<file path="src/verilog/periph_irq_pkg.sv">
// constants of the peripheral interrupt enable block
// assumes an apb slave at 100 MHz, non-usart events are single-cycle pulses on pclk, usart events are levels
package periph_irq_pkg;
   localparam logic [11:0] OFS_ENABLE  = 12'h08C;
   localparam logic [11:0] OFS_FLAG    = 12'h00C;
   localparam logic [11:0] OFS_CONTROL = 12'h00B;
   localparam logic [11:0] OFS_BUS_IRQ_STATUS = 12'h100;
   localparam logic [11:0] OFS_BUS_IRQ_MASK   = 12'h104;
   localparam int BIT_TIMER_ONE = 0;
   localparam int BIT_TIMER_TWO = 1;
   localparam int BIT_CAPCOMP   = 2;
   localparam int BIT_SERIAL    = 3;
   localparam int BIT_UTX       = 4;
   localparam int BIT_URX       = 5;
   localparam int BIT_PAR       = 7;
   localparam int BIT_MASTER_EN = 6;
   localparam int BIT_GLOBAL_EN = 7;
   localparam logic [7:0] ENABLE_RESET = 8'h00;
   localparam logic [7:0] FLAG_RESET   = 8'h00;
   localparam logic [7:0] BASIC_MASK   = 8'h0F;
   localparam logic [7:0] USART_MASK   = 8'h30;
   localparam logic [7:0] PAR_MASK     = 8'h80;
   localparam logic [1:0] BUS_EVT_REQ_RISE = 2'h1;
   localparam logic [1:0] BUS_EVT_FLAG_NEW = 2'h2;
endpackage : periph_irq_pkg

</file>
<file path="src/verilog/irq_flag_bank.sv">
// sticky event flags, set wins over a software clear
// assumes events are on the pclk domain
module irq_flag_bank #(
   parameter int WIDTH = 8
) (
   // clock and reset
   input  wire logic             pclk,
   input  wire logic             presetn,
   // events and clears
   input  wire logic [WIDTH-1:0] set,
   input  wire logic [WIDTH-1:0] clr,
   input  wire logic [WIDTH-1:0] keep,
   // state
   output logic      [WIDTH-1:0] flags
);
   logic [WIDTH-1:0] next_flags;

   if (WIDTH < 1) begin : g_bad_width
      $error("irq_flag_bank: WIDTH must be positive");
   end

   always_comb begin
      next_flags = ((flags & ~clr) | set) & keep;
   end

   always_ff @(posedge pclk or negedge presetn) begin
      if (!presetn) begin
         flags <= '0;
      end else begin
         flags <= next_flags;
      end
   end
endmodule : irq_flag_bank

</file>
<file path="src/verilog/periph_irq_enable.sv">
// peripheral interrupt enable and flag registers behind apb
// assumes event inputs are one-cycle pulses from pclk-domain peripherals, except the usart inputs, which are levels
module periph_irq_enable
   import periph_irq_pkg::*;
#(
   parameter bit HAS_USART   = 1'b1,
   parameter bit HAS_PARPORT = 1'b1
) (
   // apb
   input  wire logic        pclk,
   input  wire logic        presetn,
   input  wire logic        psel,
   input  wire logic        penable,
   input  wire logic        pwrite,
   input  wire logic [11:0] paddr,
   input  wire logic [31:0] pwdata,
   input  wire logic [3:0]  pstrb,
   output logic      [31:0] prdata,
   output logic             pready,
   output logic             pslverr,
   // peripheral events
   input  wire logic        timer_one_ovf,
   input  wire logic        timer_two_match,
   input  wire logic        capcomp_one_evt,
   input  wire logic        sync_serial_evt,
   input  wire logic        usart_tx_ready,
   input  wire logic        usart_rx_ready,
   input  wire logic        parallel_port_evt,
   // to the core
   output logic             periph_irq_req,
   output logic             irq
);
   localparam logic [7:0] IMPL_MASK = BASIC_MASK
      | (HAS_USART ? USART_MASK : 8'h00)
      | (HAS_PARPORT ? PAR_MASK : 8'h00);

   logic [7:0]  periph_irq_enable_reg;
   logic [7:0]  next_enable;
   logic [7:0]  core_irq_control_reg;
   logic [7:0]  next_control;
   logic [1:0]  bus_irq_status;
   logic [1:0]  next_bus_status;
   logic [1:0]  bus_irq_mask;
   logic [1:0]  next_bus_mask;
   logic [31:0] next_prdata;
   logic        next_pready;
   logic        next_pslverr;
   logic        next_req;
   logic        next_irq;
   logic [7:0]  periph_irq_flag_reg;
   logic [7:0]  flag_set;
   logic [7:0]  flag_clr;
   logic [7:0]  flag_prev;
   logic        wr_acc;
   logic        rd_acc;
   logic        hit;
   logic        periph_master_enable;
   logic        pending;

   assign wr_acc = psel && penable && pwrite && !pready;
   assign rd_acc = psel && penable && !pwrite && !pready;
   assign hit    = paddr == OFS_ENABLE || paddr == OFS_FLAG
      || paddr == OFS_CONTROL || paddr == OFS_BUS_IRQ_STATUS
      || paddr == OFS_BUS_IRQ_MASK;
   assign periph_master_enable = core_irq_control_reg[BIT_MASTER_EN];

   // usart flags are level status in the peripheral, others are pulses
   always_comb begin
      flag_set = 8'h00;
      flag_set[BIT_TIMER_ONE] = timer_one_ovf;
      flag_set[BIT_TIMER_TWO] = timer_two_match;
      flag_set[BIT_CAPCOMP]   = capcomp_one_evt;
      flag_set[BIT_SERIAL]    = sync_serial_evt;
      flag_set[BIT_UTX]  = usart_tx_ready;
      flag_set[BIT_URX]  = usart_rx_ready;
      flag_set[BIT_PAR]  = parallel_port_evt;
      flag_set = flag_set & IMPL_MASK;
      flag_clr = 8'h00;
      if (wr_acc && paddr == OFS_FLAG && pstrb[0]) begin
         flag_clr = ~pwdata[7:0] & ~USART_MASK;
      end
      flag_clr = flag_clr | (USART_MASK & ~flag_set);
   end

   irq_flag_bank #(
      .WIDTH(8)
   ) u_flags (
      .pclk   (pclk),
      .presetn(presetn),
      .set    (flag_set),
      .clr    (flag_clr),
      .keep   (IMPL_MASK),
      .flags  (periph_irq_flag_reg)
   );

   assign pending = |(periph_irq_flag_reg & periph_irq_enable_reg);

   always_comb begin
      next_enable     = periph_irq_enable_reg;
      next_control    = core_irq_control_reg;
      next_bus_mask   = bus_irq_mask;
      next_bus_status = bus_irq_status;
      next_prdata     = prdata;
      next_pready     = 1'b0;
      next_pslverr    = 1'b0;
      if (wr_acc || rd_acc) begin
         next_pready  = 1'b1;
         next_pslverr = !hit;
      end
      if (wr_acc && pstrb[0]) begin
         case (paddr)
            OFS_ENABLE: begin
               next_enable = pwdata[7:0] & IMPL_MASK;
            end
            OFS_CONTROL: begin
               next_control = pwdata[7:0]
                  & (8'h01 << BIT_MASTER_EN | 8'h01 << BIT_GLOBAL_EN);
            end
            OFS_BUS_IRQ_MASK: begin
               next_bus_mask = pwdata[1:0];
            end
            OFS_BUS_IRQ_STATUS: begin
               next_bus_status = bus_irq_status & ~pwdata[1:0];
            end
            default: begin
            end
         endcase
      end
      if (next_req && !periph_irq_req) begin
         next_bus_status = next_bus_status | BUS_EVT_REQ_RISE;
      end
      if (|(periph_irq_flag_reg & ~flag_prev)) begin
         next_bus_status = next_bus_status | BUS_EVT_FLAG_NEW;
      end
      if (rd_acc) begin
         case (paddr)
            OFS_ENABLE:  next_prdata = {24'h0, periph_irq_enable_reg};
            OFS_FLAG:    next_prdata = {24'h0, periph_irq_flag_reg};
            OFS_CONTROL: next_prdata = {24'h0, core_irq_control_reg};
            OFS_BUS_IRQ_STATUS: next_prdata = {30'h0, bus_irq_status};
            OFS_BUS_IRQ_MASK:   next_prdata = {30'h0, bus_irq_mask};
            default:     next_prdata = 32'h0;
         endcase
      end
   end

   always_comb begin
      next_req = pending && periph_master_enable;
      next_irq = |(bus_irq_status & bus_irq_mask);
   end

   always_ff @(posedge pclk or negedge presetn) begin
      if (!presetn) begin
         periph_irq_enable_reg <= ENABLE_RESET;
         core_irq_control_reg  <= 8'h00;
         bus_irq_status        <= 2'h0;
         bus_irq_mask          <= 2'h0;
         flag_prev             <= FLAG_RESET;
         prdata                <= 32'h0;
         pready                <= 1'b0;
         pslverr               <= 1'b0;
         periph_irq_req        <= 1'b0;
         irq                   <= 1'b0;
      end else begin
         periph_irq_enable_reg <= next_enable;
         core_irq_control_reg  <= next_control;
         bus_irq_status        <= next_bus_status;
         bus_irq_mask          <= next_bus_mask;
         flag_prev             <= periph_irq_flag_reg;
         prdata                <= next_prdata;
         pready                <= next_pready;
         pslverr               <= next_pslverr;
         periph_irq_req        <= next_req;
         irq                   <= next_irq;
      end
   end

   a_master_gate: assert property (@(posedge pclk)
      disable iff (!presetn)
      !core_irq_control_reg[BIT_MASTER_EN] |=> !periph_irq_req)
      else $error("request passed with master enable clear");

   a_req_forms: assert property (@(posedge pclk)
      disable iff (!presetn)
      (pending && periph_master_enable) |=> periph_irq_req)
      else $error("unmasked pending request not forwarded");

   a_req_cause: assert property (@(posedge pclk)
      disable iff (!presetn)
      periph_irq_req |-> $past(pending))
      else $error("request without enabled flag");

   a_enable_write: assert property (@(posedge pclk)
      disable iff (!presetn)
      (wr_acc && pstrb[0] && paddr == OFS_ENABLE)
      |=> periph_irq_enable_reg == ($past(pwdata[7:0]) & IMPL_MASK))
      else $error("enable register write lost");

   a_usart_zero: assert property (@(posedge pclk)
      disable iff (!presetn)
      !HAS_USART |-> periph_irq_enable_reg[5:4] == 2'b00)
      else $error("usart enable bits stored without usart");

   a_flag_sets: assert property (@(posedge pclk)
      disable iff (!presetn)
      timer_one_ovf |=> periph_irq_flag_reg[BIT_TIMER_ONE])
      else $error("timer-one flag not set by its event");

   a_flag_sticky: assert property (@(posedge pclk)
      disable iff (!presetn)
      (periph_irq_flag_reg[BIT_SERIAL]
       && !(wr_acc && paddr == OFS_FLAG && pstrb[0]))
      |=> periph_irq_flag_reg[BIT_SERIAL])
      else $error("serial flag cleared without software");

   a_capcomp_gate: assert property (@(posedge pclk)
      disable iff (!presetn)
      (periph_irq_flag_reg == 8'h04 && !periph_irq_enable_reg[BIT_CAPCOMP])
      |=> !periph_irq_req)
      else $error("capture flag passed while disabled");

   a_one_cycle: assert property (@(posedge pclk)
      disable iff (!presetn)
      pready |=> !pready)
      else $error("pready held longer than one cycle");

   // no disable here, so the reset value itself is covered
   a_reset_clear: assert property (@(posedge pclk)
      $past(!presetn) |-> periph_irq_enable_reg == ENABLE_RESET)
      else $error("enable register not clear after reset");

   a_unimpl_clear: assert property (@(posedge pclk)
      disable iff (!presetn)
      (periph_irq_enable_reg & ~IMPL_MASK) == 8'h00)
      else $error("enable bit stored without its source");

   a_flag_unimpl: assert property (@(posedge pclk)
      disable iff (!presetn)
      (periph_irq_flag_reg & ~IMPL_MASK) == 8'h00)
      else $error("flag stored without its source");

   a_enable_read: assert property (@(posedge pclk)
      disable iff (!presetn)
      (rd_acc && paddr == OFS_ENABLE)
      |=> prdata == {24'h0, $past(periph_irq_enable_reg)})
      else $error("enable register read back wrong");

   a_enable_hold: assert property (@(posedge pclk)
      disable iff (!presetn)
      !(wr_acc && pstrb[0] && paddr == OFS_ENABLE)
      |=> $stable(periph_irq_enable_reg))
      else $error("enable register changed without a write");

   a_match_flag: assert property (@(posedge pclk)
      disable iff (!presetn)
      timer_two_match |=> periph_irq_flag_reg[BIT_TIMER_TWO])
      else $error("timer-two flag not set by its event");

   a_capture_flag: assert property (@(posedge pclk)
      disable iff (!presetn)
      capcomp_one_evt |=> periph_irq_flag_reg[BIT_CAPCOMP])
      else $error("capture flag not set by its event");

   a_serial_flag: assert property (@(posedge pclk)
      disable iff (!presetn)
      sync_serial_evt |=> periph_irq_flag_reg[BIT_SERIAL])
      else $error("serial flag not set by its event");

   a_tx_flag: assert property (@(posedge pclk)
      disable iff (!presetn)
      (HAS_USART && usart_tx_ready) |=> periph_irq_flag_reg[BIT_UTX])
      else $error("transmit flag not set by its level");

   a_rx_flag: assert property (@(posedge pclk)
      disable iff (!presetn)
      (HAS_USART && usart_rx_ready) |=> periph_irq_flag_reg[BIT_URX])
      else $error("receive flag not set by its level");

   a_parport_flag: assert property (@(posedge pclk)
      disable iff (!presetn)
      (HAS_PARPORT && parallel_port_evt) |=> periph_irq_flag_reg[BIT_PAR])
      else $error("parallel port flag not set by its event");

   a_flag_clear: assert property (@(posedge pclk)
      disable iff (!presetn)
      (wr_acc && pstrb[0] && paddr == OFS_FLAG && !pwdata[BIT_SERIAL]
       && !sync_serial_evt) |=> !periph_irq_flag_reg[BIT_SERIAL])
      else $error("software clear of the serial flag lost");

   a_req_drop: assert property (@(posedge pclk)
      disable iff (!presetn)
      !pending |=> !periph_irq_req)
      else $error("request without any enabled flag");

   a_ready_answer: assert property (@(posedge pclk)
      disable iff (!presetn)
      (wr_acc || rd_acc) |=> pready)
      else $error("access phase not answered");

   a_slverr_pair: assert property (@(posedge pclk)
      disable iff (!presetn)
      pslverr |-> pready)
      else $error("slave error outside a response");

   a_slverr_hit: assert property (@(posedge pclk)
      disable iff (!presetn)
      ((wr_acc || rd_acc) && !hit) |=> pslverr)
      else $error("unmapped access not flagged");

   a_control_bits: assert property (@(posedge pclk)
      disable iff (!presetn)
      (core_irq_control_reg
       & ~(8'h01 << BIT_MASTER_EN | 8'h01 << BIT_GLOBAL_EN)) == 8'h00)
      else $error("undefined control bit stored");

   a_status_rise: assert property (@(posedge pclk)
      disable iff (!presetn)
      (next_req && !periph_irq_req) |=> bus_irq_status[0])
      else $error("request rise not recorded");

   a_irq_level: assert property (@(posedge pclk)
      disable iff (!presetn)
      (|(bus_irq_status & bus_irq_mask)) |=> irq)
      else $error("unmasked bus event not signalled");

   a_irq_quiet: assert property (@(posedge pclk)
      disable iff (!presetn)
      !(|(bus_irq_status & bus_irq_mask)) |=> !irq)
      else $error("bus interrupt without unmasked event");
endmodule : periph_irq_enable

</file>
<file path="config.mk">
export PLATFORM = sky130hd
export DESIGN_NAME = periph_irq_enable
export DESIGN_NICKNAME = d
export VERILOG_FILES = /design/src/verilog/periph_irq_pkg.sv /design/src/verilog/irq_flag_bank.sv /design/src/verilog/periph_irq_enable.sv
export SDC_FILE = /design/constraint.sdc
export NUM_CORES = 1
export LEC_CHECK = 0
export BUFFER_PORTS_ARGS = -buffer_cell sky130_fd_sc_hd__buf_4
export CAP_MARGIN = 15
export CORE_MARGIN = 3
export CORE_UTILIZATION = 45
export CTS_BUF_LIST = sky130_fd_sc_hd__clkbuf_8
export DETAILED_ROUTE_END_ITERATION = 10
export MAX_ROUTING_LAYER = met4
export PLACE_DENSITY = 0.9
export SYNTH_ARGS = -nofsm -noshare
export SYNTH_HDL_FRONTEND = slang
export SYNTH_SLANG_ARGS = --single-unit
</file>
<file path="constraint.sdc">
create_clock -name pclk -period 3.8 [get_ports pclk]
set_clock_uncertainty 0.1 [all_clocks]
set_input_delay 0.38 -clock pclk [delete_from_list [all_inputs] [get_ports pclk]]
set_output_delay 0.38 -clock pclk [all_outputs]
set_load 0.01 [all_outputs]
</file>
* After elaboration in Yosys (flattened, before gate mapping)
Index checks and enable logic that the tools add are counted.
** Storage, ports and cells
- Word-level logic and storage cells :: 61
- Output and inout bits :: 36
- Register bits :: 63
** Cells by class
- Reduce and logical (&&, ||, !) cells :: 25
- Equality and inequality tests :: 5
- Muxes and demuxes :: 8
- Bitwise logic cells :: 12
** Operator list (number)
- case mux 8 bit (5 select lines) :: 1
- AND 8 bit :: 3
- equality test 12 x 4 -> 1 bit, second input constant :: 2
- equality test 12 x 9 -> 1 bit, second input constant :: 2
- inverter 8 bit :: 3
- OR reduction 8 bit :: 2
- equality test 12 x 8 -> 1 bit, second input constant :: 1
- logical AND 1 bit :: 10
- two-way mux 8 bit :: 1
- OR 8 x 6 -> 8 bit :: 1
- OR 8 bit :: 1
- two-way mux 2 bit :: 3
- inverter 6 bit :: 1
- AND reduction 2 bit :: 3
- logical OR 1 bit :: 5
- AND 2 bit :: 2
- logical NOT 1 bit :: 4
- two-way mux 1 bit :: 3
- inverter 2 bit :: 1
- OR reduction 2 bit :: 1

* Logic depth before layout (Yosys ltp)
Gate-level depths: netlist of the first run.
- Depth in word-level cells :: 10
- Depth in mapped cells :: 6

* Hierarchy
A second synthesis of the first run with hierarchy kept.
** Unflattened totals
- Cell total of the unflattened synthesis :: 191
- Area total of the unflattened synthesis :: 2104.5 um2
** By module, submodules not included
- periph_irq_enable :: area each 1734.2 um2, times used 1, cells an instance 167, sequential area each 825.8 um2
- irq_flag_bank :: area each 370.4 um2, times used 1, cells an instance 24, sequential area each 200.2 um2

* Least setup slack after synthesis of the first run
OpenSTA, ideal clock, no wires.
- Path type :: in2reg
- Start point :: input paddr[2]
- End point :: register prdata[1]
- Data arrival time :: 1521 ps
- Data required time :: 3573 ps
- Path slack :: 2052 ps
- Cell stages on the path :: 6
- Path through :: nor3b_1 > and4_1 > buf_6 > or4_4 > nand2b_2 > o21ai_1
** On the way
- Longest elaborated chain between the ends :: 2
** RTL lines
- start, declared :: line periph_irq_enable.sv:15 : input wire logic [11:0] paddr,
- equality test 12 x 9 -> 1 bit, or another cell as far along :: line periph_irq_enable.sv:136 : case (paddr)
- case mux 8 bit (5 select lines) * :: line periph_irq_enable.sv:136
- end signal, assigned :: line periph_irq_enable.sv:170 : prdata <= next_prdata;
- end, declared :: line periph_irq_enable.sv:18 : output logic [31:0] prdata,
Mark *: on every way between the ends. The rest lies on a longest branch, timed or not.
A chain may end at the register's enable or synchronous reset.

* Worst setup path after layout of the first run
- Start point :: register pready
- End point :: register bus_irq_status[1]
** On the way
- Longest elaborated chain between the ends :: 5
** RTL lines
- start, declared :: line periph_irq_enable.sv:19 : output logic pready,
- start signal, assigned :: line periph_irq_enable.sv:171 : pready <= next_pready;
- logical NOT 1 bit :: line periph_irq_enable.sv:60 : assign wr_acc = psel && penable && pwrite && !pready;
- logical AND 1 bit :: line periph_irq_enable.sv:60
- logical AND 1 bit :: line periph_irq_enable.sv:110 : if (wr_acc && pstrb[0]) begin
- two-way mux 2 bit :: line periph_irq_enable.sv:110
- two-way mux 2 bit :: line periph_irq_enable.sv:132 : if (|(periph_irq_flag_reg & ~flag_prev)) begin
- end signal, assigned :: line periph_irq_enable.sv:167 : bus_irq_status <= next_bus_status;
- end, declared :: line periph_irq_enable.sv:41 : logic [1:0] bus_irq_status;
No other way between the ends.

==> results of run 1 <==
[final timing paths]
check	slack, ns	endpoint	start
max	1.98	bus_irq_status[1]	pready
min in group asynchronous	0.50	prdata[1]	presetn
min reg2reg	0.35	pslverr	pready
max reg2reg	1.98	bus_irq_status[1]	pready
max in group asynchronous	2.77	flag_prev[5]	presetn
min	0.09	u_flags.flags[5]	usart_rx_ready
[metrics by stage]
stage / utilization, % / std cells
CTS: 58.9 / 265
detailed placement: 55.6 / 256
global route: 58.9 / 265
global placement: 55.6 / 256
floorplan: - / 193
finish: 58.9 / 265
[final cells by class]
class / count / area, sq um / area share [%]
Sequential cell: 39 / 976 / 43.3
Inverter: 10 / 37.5 / 1.67
Multi-Input combinational cell: 115 / 722 / 32.0
Timing Repair Buffer: 45 / 340 / 15.1
Clock buffer: 6 / 82.6 / 3.66
Clock inverter: 2 / 35.0 / 1.55
Tap cell: 48 / 60.1 / 2.67
[placed cells by master, fill, tap and decap left out, types with 2 or more instances in the layout]
cell and n:
buf_4 44, dfrtp_1 39, conb_1 24, nand2_1 14, o21ai_0 11, mux2_2 11, inv_1 10, nand2b_1 7
a22oi_1 6, clkbuf_8 6, and4_1 4, a222oi_1 3, nand4_1 3, nor3_1 3, o22ai_1 3, o21ai_1 3
nor2b_1 2, and3b_1 2, a31oi_1 2, a22o_1 2, nor2_1 2
[kinds of logic (layout without fill, tap and decap cells)]
| family | Yosys count | after routing |
|---|---|---|
| AOI/OAI and AO/OA | 32 | 32 |
| buffers and inverters | 39 | 63 |
| DFF | 39 | 39 |
| muxes | 12 | 12 |
| other | 1 | 24 |
| and+or+nand+nor | 47 | 47 |
[timing repair]
item                      4_1_cts  5_1_grt
gates resized for setup         0        0
hold buffers                    1        0
hold endpoints to repair       39        0
[routing by layer]
layer	vias up	wire length, um	GRT usage (%)
met5	-	0	-
met4	0	45	4.89
met3	5	296	6.04
met2	67	1790	22.8
met1	644	1540	20.3
li1	641	-	-
[where the power goes]
part / total, mW / leakage (nW) / internal (mW) / switching, mW
Clock: 0.350 / 0.0612 / 0.212 / 0.137
Sequential: 0.421 / 0.471 / 0.418 / 0.00227
Combinational: 0.0644 / 0.557 / 0.0294 / 0.0350
==> out/qor.csv, run 1 <==
stage,metric,value,unit
outcome,status,"complete, no violations",
final_layout,top_register,prdata,
global_routing,grt_pass1_vias,1262,
synth,synth_simple_gate_area_share,15.5,%
setup_path,slowest_delay,0.40,ns
routing,via_per_inst,5.12,
global_routing,grt_max_degree,40,
setup_path,crit_cells,5,
placement,dp_hpwl,2.86,mm
setup_path,critPathKind,reg2reg,
synth,synth_compound_area_share,11.3,%
final_layout,diodes,0,
global_routing,overflow,0,
floorplan,fp.dieH,70.2,um
setup_path,cp.arrival,1.88,ns
sta,setup_violations,0,
global_routing,antenna_found_initial,0,
routing,routedWlPerCell,13.9,um
global_routing,grt_use_total,15.7,%
final_layout,areaGrowthSynthToFinish,21.4,%
floorplan,rows,22,
synth,synthAdderAreaFrac,0,%
synth,synth-xor-area-share,0,%
routing,vias,1357,
synth,synth_edf_count,0,
sta,fin_crit,1.82,ns
synth,netlist_top_cells_count,"dfrtp_1 (39), buf_4 (24), nand2_1 (14)",
synth,avgSynthCellArea,10.9,sq um
setup_path,crit_buf_inv,0,
floorplan,die_w,70.2,um
pwr,powerDensity,370,nW/um^2
final_layout,nets,276,
sta,hold_ws,0.0928,ns
cts,cts.sinks,39,
synth,synth_area_leaders,"dfrtp_1 (53%), buf_4 (9.7%), mux2_2 (6.7%)",
final_layout,largest_reg_flops,8,
final_layout,num-fill-cells,341,
placement,portBuffers,44,
placement,gp_congestion,0.849,
synth,yosysTopAreaCell,dfrtp_1,
routing,drt-initial-drc-count,99,
floorplan,start_util,48.5,%
routing,wl,3.68,mm
cts,cts_root_buf,clkbuf_8,
placement,post-place-ws,1.72,ns
synth,yosys_warnings,0,
cts,clk_latency,0.29,ns
synth,synth_top_family_by_area,simple AND/OR/NAND/NOR gates,
synth,synthesis.area,1860,sq um
synth,synth_seq_area_share,52.6,%
synth,synthCells,170,
flow_run,drv_cap,0,
synth,async_reset_ff_share,100,%
sta,setup_ws,1.98,ns
cts,path_clk_slew,0.07,ns
synth,synth_cell_types,36,
synth,synthFlopType,dfrtp_1,
synth,yosys.area.top_type_share,52.6,%
pwr,power,0.835,mW
cts,post-cts-setup-buffers,0,
sta,rsz0062_at_grt,no,
pwr,p_leak,1.09,nW
sta,fin_crit_sh,47.8,%
cts,cts_tree,yes,
floorplan,ios,96,
setup_path,worstPathMaxFanout,4,
sta,clock.fmax,0.551,GHz
pwr,ir_drop,0.000245,V
sta,finalHoldViolCount,0,
setup_path,crit_path_top_delay_cell,or4_1,
final_layout,stdcell_area,2250,sq um
setup_path,reg2regPathDepth,5,
setup_path,path_cells,"and3b_1, nand3_1, nor3_1, a21boi_0, or4_1",
synth,synth.ff_latch_count,39,
global_routing,grt_pass1_wl,5.90,mm
routing,dr.pass1.iters,4,
placement,placed_cell_area,2130,sq um
cts,cts.path.max_buffers,2,
synth,yosysMostFrequentCell,dfrtp_1,
setup_path,end_kind,register,
hold_path,hold_depth,1,
setup_path,crit_family,simple AND/OR/NAND/NOR gates,
cts,h-tree-depth,2,
synth,synth.mux.area_fraction,7.21,%
setup_path,critPathRequiredTime,3.87,ns
sta,maxSlewViolCount,0,
floorplan,core-area,3830,sq um
sta,tns,0,ns
hold_path,hold_class,in2reg,
cts,numCtsBuffers,5,
setup_path,crit_path_start_kind,register,
routing,drc,0,
final_layout,drive_above_1_share,31.3,%
routing,final_antenna_net_count,0,
floorplan,die_area,4930,sq um
Note: power is estimated with default switching activity, not from simulation.
==> run 2: changes to the inputs <==
clock period = 1.85 ns   (was 3.8 ns; I/O delays follow)
==> run 2 against run 1 <==
Compared with the run above: global-route usage increased by 0.85 points; routed wire length increased by 6.4%; register-to-register slack got worse by 1.9 ns; critical path type unchanged; clock-buffer cell count decreased by 1; non-clock buffer count increased by 10; critical path depth unchanged; sequential power increased by 110%; clock power increased by 140%; utilization increased by 2.9 points; setup slack got worse by 1.9 ns; flip-flop and latch count unchanged.
==> out/qor.csv, run 2 (synthesis results as in run 1) <==
stage,metric,value,unit
outcome,status,"complete, no violations",
flow_run,drv_cap,0,
final_layout,finalNonFillerCells,275,
sta,clock.fmax,0.570,GHz
cts,path_clk_slew,0.08,ns
pwr,p_leak,1.14,nW
pwr,ir_drop,0.000594,V
routing,drc,0,
setup_path,crit_path_start_kind,register,
sta,fin_crit_sh,94.8,%
floorplan,start_util,48.5,%
cts,cts.path.max_buffers,2,
sta,tns,0,ns
floorplan,ios,96,
routing,routedWlPerCell,14.2,um
cts,clk_latency,0.29,ns
sta,setup_violations,0,
sta,maxSlewViolCount,0,
cts,h-tree-depth,2,
final_layout,top_register,prdata,
routing,wl,3.92,mm
hold_path,hold_depth,2,
placement,portBuffers,44,
routing,vias,1400,
placement,post-place-cells,259,
setup_path,cp.arrival,1.83,ns
global_routing,grt_use_total,16.5,%
final_layout,diodes,0,
setup_path,path_cells,"and3b_1, nand3_1, nor3_2, a21boi_0, or4_1",
cts,post-cts-setup-buffers,0,
global_routing,grt_pass1_vias,1368,
global_routing,overflow,0,
setup_path,slowest_delay,0.40,ns
sta,rsz0062_at_grt,no,
floorplan,die_w,70.2,um
sta,finalHoldViolCount,0,
final_layout,largest_reg_flops,8,
cts,cts_root_buf,clkbuf_8,
pwr,powerDensity,778,nW/um^2
placement,gp_congestion,0.857,
floorplan,core-area,3830,sq um
routing,dr.pass1.iters,7,
global_routing,antenna_found_initial,0,
setup_path,critPathRequiredTime,1.92,ns
final_layout,areaGrowthSynthToFinish,27.4,%
final_layout,layout_common_cells,"buf_4 (47), dfrtp_1 (39), conb_1 (24)",
routing,via_per_inst,5.09,
global_routing,grt_max_degree,40,
sta,fin_crit,1.75,ns
setup_path,end_kind,register,
final_layout,final_common_cell,buf_4,
floorplan,fp.dieH,70.2,um
floorplan,die_area,4930,sq um
global_routing,grt_pass1_wl,6.21,mm
setup_path,critPathKind,reg2reg,
hold_path,hold_class,in2reg,
routing,final_antenna_net_count,0,
final_layout,nets,286,
floorplan,rows,22,
final_layout,drive_above_1_share,31.3,%
cts,numCtsBuffers,5,
cts,cts_tree,yes,
cts,cts.sinks,39,
setup_path,reg2regPathDepth,5,
setup_path,crit_path_top_delay_cell,or4_1,
placement,dp_hpwl,2.94,mm
final_layout,post-route-util,61.8,%
routing,drt-initial-drc-count,65,
setup_path,worstPathMaxFanout,3,
[run 2: changes by cell type in the layout (fill, tap and decap cells not counted), sizes merged]
cell         change
buf              +3
bufinv           +1
clkbuf           -1
clkinv           -1
dlygate4sd3      +7
inv              +1
[run 2: path summary, 6_finish.rpt]
check                                  from                        to  slack [ns]
max reg2reg                          pready         bus_irq_status[1]         0.1
min reg2reg                u_flags.flags[5]              flag_prev[5]        0.36
min in group asynchronous           presetn                 prdata[7]        0.31
min                               pwdata[5]  periph_irq_enable_reg[5]        0.02
max in group asynchronous           presetn   core_irq_control_reg[6]        1.02
max                                  pready         bus_irq_status[1]         0.1
[run 2: repair_timing]
item / 4_1_cts / 5_1_grt
endpoints found under the hold margin: 46 / 0
hold buffers: 8 / 0
setup endpoints to repair: 0 / 1
gates resized for setup: 0 / 1
[run 2: report_power, final]
group / total (mW) / switching (mW) / internal [mW] / leakage (nW)
Combinational: 0.148 / 0.0761 / 0.0715 / 0.603
Clock: 0.829 / 0.296 / 0.534 / 0.0695
Sequential: 0.864 / 0.00480 / 0.859 / 0.471
[run 2: worst max-delay path: cells and delay by family, from the launching register on]
family	cells	cell delay (ns)
AO/OA/AOI/OAI	1	0.14
flip-flops	1	0.39
AND/OR/NAND/NOR	4	1.01
[run 2: area by class of cell]
type                            instances  area, sq um
Fill cell                             322         1460
Sequential cell                        39          976
Multi-Input combinational cell        115          727
Timing Repair Buffer                   55          433
Clock buffer                            5         68.8
Clock inverter                          3         63.8
Tap cell                               48         60.1
Inverter                               10         37.5
[run 2: routing by layer]
metal | global-route usage (%) | wire length (um)
met1 | 20.5 | 1610
met2 | 25.6 | 1990
met5 | - | 0
met4 | 4.89 | 25
met3 | 5.76 | 297
[run 2: metrics by stage]
stage / total power [mW] / hold WS (ns) / setup slack, ns / instance area, sq um
after floorplan: 0.964 / -0.211 / 0.184 / 1940
after global placement: 1.01 / 0.0697 / 0.0291 / 2150
after detailed placement: 1.01 / 0.0768 / -0.000888 / 2150
after CTS: 1.85 / 0.0147 / 0.0707 / 2360
after global routing: 1.91 / 0.00673 / 0.0392 / 2370
final: 1.84 / 0.0224 / 0.0963 / 2370
